[src/inc/crf_pkg.sv]
package crf_pkg;
	// fifo shape
	localparam int FIFO_DEPTH = 5;
	localparam int BUF_BYTES = 15;
	localparam int BUF_BITS = BUF_BYTES * 8;
	localparam int HIT_W = 3;
	localparam int NBANK_REGS = 8;
	// filter mode encodings of the acceptance control register
	localparam logic [1:0] FMODE_32 = 2'h0;
	localparam logic [1:0] FMODE_16 = 2'h1;
	localparam logic [1:0] FMODE_8 = 2'h2;
	localparam logic [1:0] FMODE_CLOSED = 2'h3;
	// config write select codes
	localparam logic [4:0] CSEL_CTL1 = 5'h00;
	localparam logic [4:0] CSEL_BTR0 = 5'h01;
	localparam logic [4:0] CSEL_BTR1 = 5'h02;
	localparam logic [4:0] CSEL_IDAC = 5'h03;
	localparam logic [4:0] CSEL_CODE0 = 5'h08;
	localparam logic [4:0] CSEL_MASK0 = 5'h10;
	// control one register bit positions
	localparam int CTL1_LOOPB = 5;
	localparam int CTL1_ENABLE = 7;
	// reset values
	localparam logic [7:0] CTL1_RST = 8'h00;
	localparam logic [7:0] BYTE_RST = 8'h00;
	localparam logic [7:0] MASK_RST = 8'hff;
	// received frame header, as delivered by the bit engine
	typedef struct packed {
		logic [28:0] id;
		logic ide;
		logic rtr;
		logic srr;
	} crf_hdr_t;
	// one message buffer image plus its filter hit
	typedef struct packed {
		logic [BUF_BITS-1:0] data;
		logic [HIT_W-1:0] hit;
	} crf_entry_t;
	// config write strobe group
	typedef struct packed {
		logic we;
		logic [4:0] sel;
		logic [7:0] wdata;
	} crf_cfg_wr_t;
endpackage

[src/hdl/crf_top.sv]
`timescale 1ns/1ps
// Functional notes
// - five-deep receive fifo, one shared window
// - assembly buffer private, only head visible
// - each buffer holds fifteen bytes
// - full flag set when head holds frame
// - assemble and filter together, then push
// - rejected frames never pushed, overwritten next
// - own transmitted frames not stored
// - loopback treats own frames as received
// - lost arbitration continues as receiver
// - full fifo drops accepted frame, flags overrun
// - keeps transmitting when full, resumes accepting
// - code pattern compared, mask bits ignored
// - report lowest matching filter index
// - 32-bit mode gives two filters
// - 16-bit mode gives four filters
// - 8-bit mode gives eight filters
// - closed mode never sets full flag
// - error counters cannot be written
// - config writes only in init mode
// - transmit pin recessive in init, powerdown
// - enable bit written only once in normal mode
module crf_top #(
	parameter int DEPTH = crf_pkg::FIFO_DEPTH
) (
	input wire logic mclk_i,
	input wire logic rst_n_i,
	// frame engine side
	input wire logic rx_sof_i,
	input wire logic rx_byte_we_i,
	input wire logic [3:0] rx_byte_idx_i,
	input wire logic [7:0] rx_byte_i,
	input wire crf_pkg::crf_hdr_t rx_hdr_i,
	input wire logic rx_done_ok_i,
	input wire logic rx_error_i,
	input wire logic tx_active_i,
	input wire logic arb_lost_i,
	input wire logic tx_bit_i,
	input wire logic error_cnt_we_i,
	input wire logic [7:0] error_cnt_wdata_i,
	input wire logic [7:0] rx_err_inc_i,
	input wire logic [7:0] tx_err_inc_i,
	// cpu side
	input wire crf_pkg::crf_cfg_wr_t cfg_wr_i,
	input wire logic init_mode_request_i,
	input wire logic power_down_i,
	input wire logic normal_sys_mode_i,
	input wire logic enable_we_i,
	input wire logic enable_wdata_i,
	input wire logic full_flag_clr_i,
	input wire logic rx_int_en_i,
	input wire logic ovr_int_en_i,
	output logic [crf_pkg::BUF_BITS-1:0] cpu_visible_head_buffer_o,
	output logic receive_full_flag_o,
	output logic [crf_pkg::HIT_W-1:0] filter_hit_index_o,
	output logic overrun_flag_o,
	output logic rx_irq_o,
	output logic ovr_irq_o,
	output logic init_mode_acknowledge_o,
	output logic module_enable_bit_o,
	output logic can_transmit_pin_o,
	output logic ack_drive_o,
	output logic [7:0] control_one_reg_o,
	output logic [7:0] bus_timing_reg_zero_o,
	output logic [7:0] bus_timing_reg_one_o,
	output logic [7:0] acceptance_control_reg_o,
	output logic [7:0] rx_err_cnt_o,
	output logic [7:0] tx_err_cnt_o
);
	// refuse depths that the three-bit pointers and four-bit count cannot serve
	if (DEPTH < 2 || DEPTH > 8) begin
		$error("DEPTH out of range");
	end

	////////////////////////////////////////////////////////////////
	// configuration state
	logic [7:0] ctl1, next_ctl1; // control one
	logic [7:0] btr0, next_btr0; // bus timing zero
	logic [7:0] btr1, next_btr1; // bus timing one
	logic [7:0] idac, next_idac; // acceptance control, mode in [5:4]
	logic [63:0] code, next_code; // acceptance code bank
	logic [63:0] mask, next_mask; // acceptance mask bank
	logic init_ack, next_init_ack; // init acknowledge
	logic en_done, next_en_done; // enable already written
	logic en, next_en; // module enable
	logic cfg_ok; // config lock open
	logic [1:0] fmode; // filter mode
	logic [7:0] rec, next_rec; // receive error counter
	logic [7:0] tec, next_tec; // transmit error counter

	assign cfg_ok = init_mode_request_i && init_ack;
	assign fmode = idac[5:4];

	// config next values
	always_comb begin
		next_ctl1 = ctl1;
		next_btr0 = btr0;
		next_btr1 = btr1;
		next_idac = idac;
		next_code = code;
		next_mask = mask;
		next_init_ack = init_mode_request_i;
		next_en_done = en_done;
		next_en = en;
		if (cfg_wr_i.we && cfg_ok) begin
			if (cfg_wr_i.sel == crf_pkg::CSEL_CTL1) begin
				next_ctl1 = cfg_wr_i.wdata;
			end else if (cfg_wr_i.sel == crf_pkg::CSEL_BTR0) begin
				next_btr0 = cfg_wr_i.wdata;
			end else if (cfg_wr_i.sel == crf_pkg::CSEL_BTR1) begin
				next_btr1 = cfg_wr_i.wdata;
			end else if (cfg_wr_i.sel == crf_pkg::CSEL_IDAC) begin
				next_idac = {2'h0, cfg_wr_i.wdata[5:4], 4'h0};
			end else if (cfg_wr_i.sel[4:3] == crf_pkg::CSEL_CODE0[4:3]) begin
				next_code[cfg_wr_i.sel[2:0]*8 +: 8] = cfg_wr_i.wdata;
			end else if (cfg_wr_i.sel[4:3] == crf_pkg::CSEL_MASK0[4:3]) begin
				next_mask[cfg_wr_i.sel[2:0]*8 +: 8] = cfg_wr_i.wdata;
			end
		end
		if (enable_we_i && (!normal_sys_mode_i || !en_done)) begin
			next_en = enable_wdata_i;
			next_en_done = 1'b1;
		end
	end

	// error counters: engine increments only, cpu writes dropped
	always_comb begin
		next_rec = rec + rx_err_inc_i;
		next_tec = tec + tx_err_inc_i;
		if (error_cnt_we_i) begin
			next_rec = rec + rx_err_inc_i + (error_cnt_wdata_i & 8'h0);
		end
	end

	// config registers
	always_ff @(posedge mclk_i or negedge rst_n_i) begin
		if (!rst_n_i) begin
			ctl1 <= crf_pkg::CTL1_RST;
			btr0 <= crf_pkg::BYTE_RST;
			btr1 <= crf_pkg::BYTE_RST;
			idac <= crf_pkg::BYTE_RST;
			code <= '0;
			mask <= {crf_pkg::NBANK_REGS{crf_pkg::MASK_RST}};
			init_ack <= 1'b0;
			en_done <= 1'b0;
			en <= 1'b0;
			rec <= '0;
			tec <= '0;
		end else begin
			ctl1 <= next_ctl1;
			btr0 <= next_btr0;
			btr1 <= next_btr1;
			idac <= next_idac;
			code <= next_code;
			mask <= next_mask;
			init_ack <= next_init_ack;
			en_done <= next_en_done;
			en <= next_en;
			rec <= next_rec;
			tec <= next_tec;
		end
	end

	////////////////////////////////////////////////////////////////
	// private buffer and filter
	logic [crf_pkg::BUF_BITS-1:0] bg_data; // private image
	logic f_hit; // some filter matched
	logic [crf_pkg::HIT_W-1:0] f_idx; // lowest match
	logic loopb; // loopback mode
	logic own_frame; // we are still transmitting
	logic accept; // frame goes into the fifo unless it overruns

	crf_buffer u_bg (
		.mclk_i(mclk_i),
		.rst_n_i(rst_n_i),
		.sof_i(rx_sof_i),
		.byte_we_i(rx_byte_we_i),
		.byte_idx_i(rx_byte_idx_i),
		.byte_i(rx_byte_i),
		.data_o(bg_data)
	);

	crf_filter u_flt (
		.mode_i(fmode),
		.code_i(code),
		.mask_i(mask),
		.hdr_i(rx_hdr_i),
		.hit_o(f_hit),
		.idx_o(f_idx)
	);

	assign loopb = ctl1[crf_pkg::CTL1_LOOPB];
	// lost arbitration means the frame is another node's
	assign own_frame = tx_active_i && !arb_lost_i && !loopb;
	assign accept = rx_done_ok_i && !rx_error_i && f_hit && !own_frame && en;

	////////////////////////////////////////////////////////////////
	// receive fifo
	crf_pkg::crf_entry_t mem [DEPTH];
	crf_pkg::crf_entry_t next_mem [DEPTH];
	logic [3:0] cnt, next_cnt; // stored frames
	logic [2:0] rd, next_rd; // head index
	logic [2:0] wr, next_wr; // tail index
	logic hfull, next_hfull; // head valid flag
	logic [crf_pkg::BUF_BITS-1:0] head, next_head; // registered head window
	logic [crf_pkg::HIT_W-1:0] hidx, next_hidx; // registered hit of the head
	logic ovr, next_ovr; // overrun sticky
	logic ovr_p, next_ovr_p; // overrun pulse
	logic rxi_p, next_rxi_p; // receive event pulse
	logic pop; // head released

	function automatic logic [2:0] inc(input logic [2:0] p);
		inc = (p == 3'(DEPTH - 1)) ? 3'h0 : p + 3'h1;
	endfunction

	assign pop = full_flag_clr_i && hfull;

	// fifo next values
	always_comb begin
		next_mem = mem;
		next_rd = rd;
		next_wr = wr;
		next_cnt = cnt;
		next_ovr = ovr;
		next_ovr_p = 1'b0;
		next_rxi_p = 1'b0;
		if (pop) begin
			next_rd = inc(rd);
			next_cnt = next_cnt - 4'h1;
		end
		if (accept) begin
			if (cnt == 4'(DEPTH) && !pop) begin
				next_ovr = 1'b1;
				next_ovr_p = ovr_int_en_i;
			end else begin
				next_mem[wr] = '{data: bg_data, hit: f_idx};
				next_wr = inc(wr);
				next_cnt = next_cnt + 4'h1;
				next_rxi_p = rx_int_en_i;
			end
		end
		next_hfull = (next_cnt != 4'h0);
		// window shows the new head, zero while empty
		next_head = next_hfull ? next_mem[next_rd].data : '0;
		next_hidx = next_mem[next_rd].hit;
	end

	// fifo registers
	always_ff @(posedge mclk_i or negedge rst_n_i) begin
		if (!rst_n_i) begin
			for (int i = 0; i < DEPTH; i++) begin
				mem[i] <= '0;
			end
			rd <= '0;
			wr <= '0;
			cnt <= '0;
			hfull <= 1'b0;
			head <= '0;
			hidx <= '0;
			ovr <= 1'b0;
			ovr_p <= 1'b0;
			rxi_p <= 1'b0;
		end else begin
			mem <= next_mem;
			rd <= next_rd;
			wr <= next_wr;
			cnt <= next_cnt;
			hfull <= next_hfull;
			head <= next_head;
			hidx <= next_hidx;
			ovr <= next_ovr;
			ovr_p <= next_ovr_p;
			rxi_p <= next_rxi_p;
		end
	end

	////////////////////////////////////////////////////////////////
	// outputs, all registered
	logic txp, next_txp; // transmit pin
	logic ackd, next_ackd; // ack drive request

	always_comb begin
		next_txp = tx_bit_i;
		if (init_mode_request_i || init_ack || power_down_i) begin
			next_txp = 1'b1;
		end
		next_ackd = rx_done_ok_i && !own_frame;
	end

	always_ff @(posedge mclk_i or negedge rst_n_i) begin
		if (!rst_n_i) begin
			txp <= 1'b1;
			ackd <= 1'b0;
		end else begin
			txp <= next_txp;
			ackd <= next_ackd;
		end
	end

	assign cpu_visible_head_buffer_o = head;
	assign filter_hit_index_o = hidx;
	assign receive_full_flag_o = hfull;
	assign overrun_flag_o = ovr;
	assign rx_irq_o = rxi_p;
	assign ovr_irq_o = ovr_p;
	assign init_mode_acknowledge_o = init_ack;
	assign module_enable_bit_o = en;
	assign can_transmit_pin_o = txp;
	assign ack_drive_o = ackd;
	assign control_one_reg_o = ctl1;
	assign bus_timing_reg_zero_o = btr0;
	assign bus_timing_reg_one_o = btr1;
	assign acceptance_control_reg_o = idac;
	assign rx_err_cnt_o = rec;
	assign tx_err_cnt_o = tec;

	////////////////////////////////////////////////////////////////
	// checks
	property p_closed;
		@(posedge mclk_i) disable iff (!rst_n_i)
		(fmode == crf_pkg::FMODE_CLOSED && cnt == 4'h0) |=> !hfull;
	endproperty
	a_closed: assert property (p_closed) else $error("closed mode set flag");

	property p_accept;
		@(posedge mclk_i) disable iff (!rst_n_i)
		(accept && cnt == 4'h0) |=> hfull && (filter_hit_index_o == $past(f_idx));
	endproperty
	a_accept: assert property (p_accept) else $error("accepted frame not shown");

	property p_ovr;
		@(posedge mclk_i) disable iff (!rst_n_i)
		(accept && cnt == 4'(DEPTH) && !pop) |=> ovr && cnt == 4'(DEPTH);
	endproperty
	a_ovr: assert property (p_ovr) else $error("overrun missed");

	property p_own;
		@(posedge mclk_i) disable iff (!rst_n_i)
		(own_frame && !pop) |=> cnt <= $past(cnt);
	endproperty
	a_own: assert property (p_own) else $error("own frame stored");

	property p_lock;
		@(posedge mclk_i) disable iff (!rst_n_i)
		!cfg_ok |=> $stable(btr0) && $stable(code) && $stable(mask) && $stable(ctl1)
			&& $stable(btr1) && $stable(idac);
	endproperty
	a_lock: assert property (p_lock) else $error("config changed while locked");

	property p_txrec;
		@(posedge mclk_i) disable iff (!rst_n_i)
		init_mode_request_i |=> can_transmit_pin_o;
	endproperty
	a_txrec: assert property (p_txrec) else $error("tx pin not recessive");

	property p_once;
		@(posedge mclk_i) disable iff (!rst_n_i)
		(en_done && normal_sys_mode_i) |=> $stable(en);
	endproperty
	a_once: assert property (p_once) else $error("enable rewritten");

	property p_next;
		@(posedge mclk_i) disable iff (!rst_n_i)
		(pop && cnt > 4'h1) |=> hfull;
	endproperty
	a_next: assert property (p_next) else $error("next frame not presented");

	property p_rej;
		@(posedge mclk_i) disable iff (!rst_n_i)
		(!accept && !pop) |=> $stable(cnt);
	endproperty
	a_rej: assert property (p_rej) else $error("rejected frame stored");

	c_full: cover property (@(posedge mclk_i) cnt == 4'(DEPTH));
	c_ovr: cover property (@(posedge mclk_i) ovr_p);
	c_loop: cover property (@(posedge mclk_i) accept && loopb && tx_active_i);
endmodule

[src/hdl/crf_filter.sv]
`timescale 1ns/1ps
// identifier acceptance filter, purely combinational
module crf_filter (
	input wire logic [1:0] mode_i,
	input wire logic [63:0] code_i,
	input wire logic [63:0] mask_i,
	input wire crf_pkg::crf_hdr_t hdr_i,
	output logic hit_o,
	output logic [crf_pkg::HIT_W-1:0] idx_o
);
	////////////////////////////////////////////////////////////////
	// frame images in the 32-, 16- and 8-bit register layouts
	logic [31:0] img32; // extended or standard layout
	logic [15:0] img16; // 16-bit layout
	logic [7:0] img8; // first identifier byte
	logic [7:0] match; // per filter hit

	// masked compare: mask bit set means ignore
	function automatic logic cmp(input logic [31:0] v, input logic [31:0] c,
		input logic [31:0] m);
		cmp = ((v ^ c) & ~m) == 32'h0;
	endfunction

	////////////////////////////////////////////////////////////////
	// build layouts and compare per mode
	always_comb begin
		match = 8'h0;
		if (hdr_i.ide) begin
			img32 = {hdr_i.id[28:21], hdr_i.id[20:18], hdr_i.srr, hdr_i.ide,
				hdr_i.id[17:0], hdr_i.rtr};
			img16 = {hdr_i.id[28:21], hdr_i.id[20:18], hdr_i.srr, hdr_i.ide,
				hdr_i.id[17:15]};
			img8 = hdr_i.id[28:21];
		end else begin
			img32 = {hdr_i.id[10:0], hdr_i.rtr, hdr_i.ide, 19'h0};
			img16 = {hdr_i.id[10:0], hdr_i.rtr, hdr_i.ide, 3'h0};
			img8 = hdr_i.id[10:3];
		end
		unique case (mode_i)
			crf_pkg::FMODE_32: begin
				match[0] = cmp(img32, code_i[31:0], mask_i[31:0]);
				match[1] = cmp(img32, code_i[63:32], mask_i[63:32]);
			end
			crf_pkg::FMODE_16: begin
				for (int i = 0; i < 4; i++) begin
					match[i] = cmp({img16, 16'h0}, {code_i[i*16 +: 16], 16'h0},
						{mask_i[i*16 +: 16], 16'h0});
				end
			end
			crf_pkg::FMODE_8: begin
				for (int i = 0; i < 8; i++) begin
					match[i] = cmp({img8, 24'h0}, {code_i[i*8 +: 8], 24'h0},
						{mask_i[i*8 +: 8], 24'h0});
				end
			end
			crf_pkg::FMODE_CLOSED: begin
				match = 8'h0;
			end
		endcase
	end

	////////////////////////////////////////////////////////////////
	// lowest numbered filter wins
	always_comb begin
		hit_o = |match;
		idx_o = '0;
		for (int i = 7; i >= 0; i--) begin
			if (match[i]) begin
				idx_o = 3'(i);
			end
		end
	end
endmodule

[src/hdl/crf_buffer.sv]
`timescale 1ns/1ps
// private assembly buffer, written byte by byte while a frame arrives
module crf_buffer (
	input wire logic mclk_i,
	input wire logic rst_n_i,
	input wire logic sof_i,
	input wire logic byte_we_i,
	input wire logic [3:0] byte_idx_i,
	input wire logic [7:0] byte_i,
	output logic [crf_pkg::BUF_BITS-1:0] data_o
);
	////////////////////////////////////////////////////////////////
	logic [7:0] mem [crf_pkg::BUF_BYTES]; // byte store
	logic [7:0] next_mem [crf_pkg::BUF_BYTES];

	// next value: new frame clears, bytes overwrite
	always_comb begin
		next_mem = mem;
		if (sof_i) begin
			for (int i = 0; i < crf_pkg::BUF_BYTES; i++) begin
				next_mem[i] = crf_pkg::BYTE_RST;
			end
		end
		if (byte_we_i && (int'(byte_idx_i) < crf_pkg::BUF_BYTES)) begin
			next_mem[byte_idx_i] = byte_i;
		end
	end

	// register
	always_ff @(posedge mclk_i or negedge rst_n_i) begin
		if (!rst_n_i) begin
			for (int i = 0; i < crf_pkg::BUF_BYTES; i++) begin
				mem[i] <= crf_pkg::BYTE_RST;
			end
		end else begin
			mem <= next_mem;
		end
	end

	// flatten, byte 0 in low bits
	always_comb begin
		for (int i = 0; i < crf_pkg::BUF_BYTES; i++) begin
			data_o[i*8 +: 8] = mem[i];
		end
	end
endmodule

[config.mk]
export PLATFORM = sky130hd
export DESIGN_NAME = crf_top
export DESIGN_NICKNAME = d
export VERILOG_FILES = /design/src/inc/crf_pkg.sv /design/src/hdl/crf_top.sv /design/src/hdl/crf_filter.sv /design/src/hdl/crf_buffer.sv
export SDC_FILE = /design/constraint.sdc
export NUM_CORES = 2
export LEC_CHECK = 0
export ABC_AREA = 1
export BUFFER_PORTS_ARGS = -buffer_cell sky130_fd_sc_hd__buf_2
export CORE_UTILIZATION = 47
export CTS_CLUSTER_DIAMETER = 30
export DETAILED_ROUTE_END_ITERATION = 16
export HOLD_SLACK_MARGIN = 0.03
export SYNTH_ARGS = -nofsm -noshare
export SYNTH_HDL_FRONTEND = slang
export SYNTH_SLANG_ARGS = --single-unit
[constraint.sdc]
create_clock -name mclk_i -period 3.51 [get_ports mclk_i]
set_input_delay 0.351 -clock mclk_i [delete_from_list [all_inputs] [get_ports mclk_i]]
set_output_delay 0.351 -clock mclk_i [all_outputs]
set_load 0.005 [all_outputs]
==> metrics.yaml <==
outcome:
  status: "finished, final reports clean"
final_layout:
  final_area_um2: 82000
  drive_gt1_share_pct: 14.3
  diodes: 0
  n_fill_cell: 12480
  seq_area_um2: 26300
  nets: 10487
  multi_input_area_um2: 30400
  area_growth_pct: 27.1
placement:
  gp_congestion: 0.886
  dpl.hpwl_um: 128000
  post_dp_cell_area_um2: 70800
  io_buffer_count: 263
yosys:
  yosys.area.top_type_share_pct: 38.1
  netlist_top_cells_area: "dfrtp_1, nand2_1, o21ai_0"
  synthTopCellsByCount: "nand2_1, o21ai_0, inv_1"
  synth-seq-cells: 1047
  yosys_warnings: 0
  syn_inst: 9835
  post-synth-top-count-cell: "nand2_1"
  ys.flop_type: "dfrtp_1"
  netlist_area_um2: 64500
  async_flop_share_pct: 100
  avgSynthCellArea_um2: 6.56
  yosysSeqAreaShare_pct: 40.7
  synth.largest_area_cell: "dfrtp_1"
  synth_edf_count: 0
  synth.distinct_cells: 35
floorplanning:
  die_w_um: 372
  die_area_um2: 139000
  row_count: 135
  initial_utilization_pct: 47.5
  die_h_um: 372
  core_um2: 136000
  ios: 279
global_route:
  grt_pass1_wl_um: 347000
  grt_use_total_pct: 31.5
  grt_pass1_vias: 64103
  grt_max_degree: 243
  antenna_found_initial: 9
  grt_overflow: 0
sta:
  setup_viol: 0
  rsz0062_at_grt: "no"
  layout_min_cycle_time_ps: 3340
  maxSlewHeadroom_pct: 32.7
  fin_tns_setup_ps: 0
  hold_viol: 0
  slew_violations: 0
  tightest_slew_ps: 1000
  skew_ps: 56.5
  max_freq_ghz: 0.300
  finalCritPeriodShare_pct: 95.1
cts:
  cts.reportedPaths.clkPinSlew_ps: 40
  cts-root-buf: "clkbuf_16"
  cts_buffer_depth: 4
  clock-sinks: 1047
  cts_buffers: 319
  clk_latency_ps: 900
  cts_tree: "yes"
  h-tree-depth: 5
worst_setup_path:
  required_ps: 4340
  critical-path-top-delay-family: "simple AND/OR/NAND/NOR gates"
  cp-start-kind: "register"
  cp_slowest_stage_delay_ps: 450
  worstPathCellList: "inv_1, ha_1, nand2_1, nor2_1, nand2_1, nand3_1, nand2_1, inv_2, nor2_2, nand3_4, nand2_8, inv_8, nand2_1, nand2_1, nor2_1, nand2_4, buf_12, buf_4, nand2_1, a21oi_1, buf_4"
  path_buf_inv: 6
  cp.arrival_ps: 4160
  cpMostUsedCell: "nand2_1"
  end_kind: "register"
  crit_type: "reg -> reg"
  critPathMaxFanout: 13
  cpMaxStageDelayCell: "ha_1"
drt:
  wirelength_um: 220000
  drtIter0Drc: 5246
  first_pass_iters: 7
  vias: 66300
  remaining_drc_errors: 0
  ant_nets: 0
  viasPerCell: 5.36
  post_drt_wl_per_cell_um: 17.8
power_and_ir_drop:
  p_per_area_nw_per_um2: 791
  leakagePower_nw: 41.8
  ir_drop_mv: 1.28
hold_path:
  hold_path_class: "in -> async"
flow_run:
  maxCapViolCount: 0
==> logic make-up after synthesis <==
logic type | count (synthesis) | synth area share (%)
AOI/OAI and AO/OA | 1700 | 13.2
xor gates and xnor gates | 21 | 0.285
adders and majority gates | 31 | 0.624
buffers and inverters | 2071 | 12.4
DFF | 1047 | 40.7
muxes | 120 | 2.09
other | 1 | 0.00581
and+or+nand+nor | 4844 | 30.7
==> where the power goes <==
| group | switching (mW) | total, mW | internal, mW |
|---|---|---|---|
| logic | 14.1 | 21.3 | 7.13 |
| clock network | 8.08 | 28.5 | 20.4 |
| registers | 1.04 | 15.1 | 14.1 |
| total | 23.2 | 64.9 | 41.7 |
==> routing by layer <==
layer | part of all wire (%) | global-route usage [%]
met1 | 42 | 40.4
met2 | 47 | 52.1
met3 | 7.0 | 5.17
met4 | 3.8 | 14.2
met5 | 0.022 | 0
==> state kept, by name, indices dropped and copies added (netlist names), 4 cells and up <==
| signal | flops |
|---|---|
| cpu_visible_head_buffer_o | 120 |
| u_bg.data_o | 120 |
| mem | 615 |
| rx_err_cnt_o | 8 |
| cnt | 4 |
| control_one_reg_o | 8 |
| bus_timing_reg_one_o | 8 |
| code | 64 |
| bus_timing_reg_zero_o | 8 |
| tx_err_cnt_o | 8 |
| mask | 64 |
==> cell usage in the layout (no fill, tap or decap), types with 65 or more instances in the layout <==
cell and instances:
a21oi_1 163, buf_12 101, buf_2 262, buf_4 422, clkbuf_16 326, dfrtp_1 982, dfstp_2 65, inv_1 1413
mux2_2 120, nand2_1 3567, nand3_1 1123, nor2_1 74, o21ai_0 1460, o21ai_1 72
==> layout make-up <==
type / instances / area share, %
multi-input cells: 6722 / 37.1
flip-flops and latches: 1047 / 32.0
clock buffers: 444 / 11.3
repair buffers: 834 / 8.53
inverters: 1432 / 6.59
well taps: 1781 / 2.72
clock inverters: 109 / 1.79
==> what timing repair did <==
| item | CTS | global route |
|---|---|---|
| setup buffers | 0 | 0 |
| endpoints found under the hold margin | 204 | 0 |
| setup endpoints to repair | 0 | 2 |
| hold buffers | 47 | 0 |
| gates resized for setup | 0 | 1 |
==> path summary, 6_finish.rpt <==
kind,startpoint,endpoint,slack [ps],depth (start not counted)
worst max-delay path,acceptance_control_reg_o[4],cpu_visible_head_buffer_o[26],170,21
worst min-delay path,rst_n_i,rx_err_cnt_o[0],80,2
worst max register to register,acceptance_control_reg_o[4],cpu_visible_head_buffer_o[26],170,21
worst min register to register,overrun_flag_o,overrun_flag_o,450,2
max in group asynchronous,rst_n_i,mem[71],2260,3
min in group mclk_i,rx_byte_i[4],u_bg.data_o[68],90,4
==> stage by stage <==
step	utilization [%]	setup slack (ps)	instances	total power, mW	hold slack (ps)
after floorplan	-	777	9840	27.4	55.4
after global placement	52.2	-201	11769	35.6	408
after detailed placement	52.2	-169	11769	36.0	411
after CTS	60.4	228	12369	65.1	58.2
after global routing	60.4	2.21	12369	68.3	88.8
final	60.4	172	12369	64.9	77.7
==> worst reg2reg max path: stages, from the launching register on <==
cell and delay (ps):
dfrtp_1 440, inv_1 110, ha_1 450, nand2_1 100
nor2_1 180, nand2_1 80, nand3_1 80, nand2_1 90
inv_2 70, nor2_2 50, nand3_4 100, nand2_8 140
inv_8 160, nand2_1 70, nand2_1 80, nor2_1 70
nand2_4 120, buf_12 150, buf_4 150, nand2_1 50
a21oi_1 330, buf_4 200
Note: power is estimated with default switching activity, not from simulation.
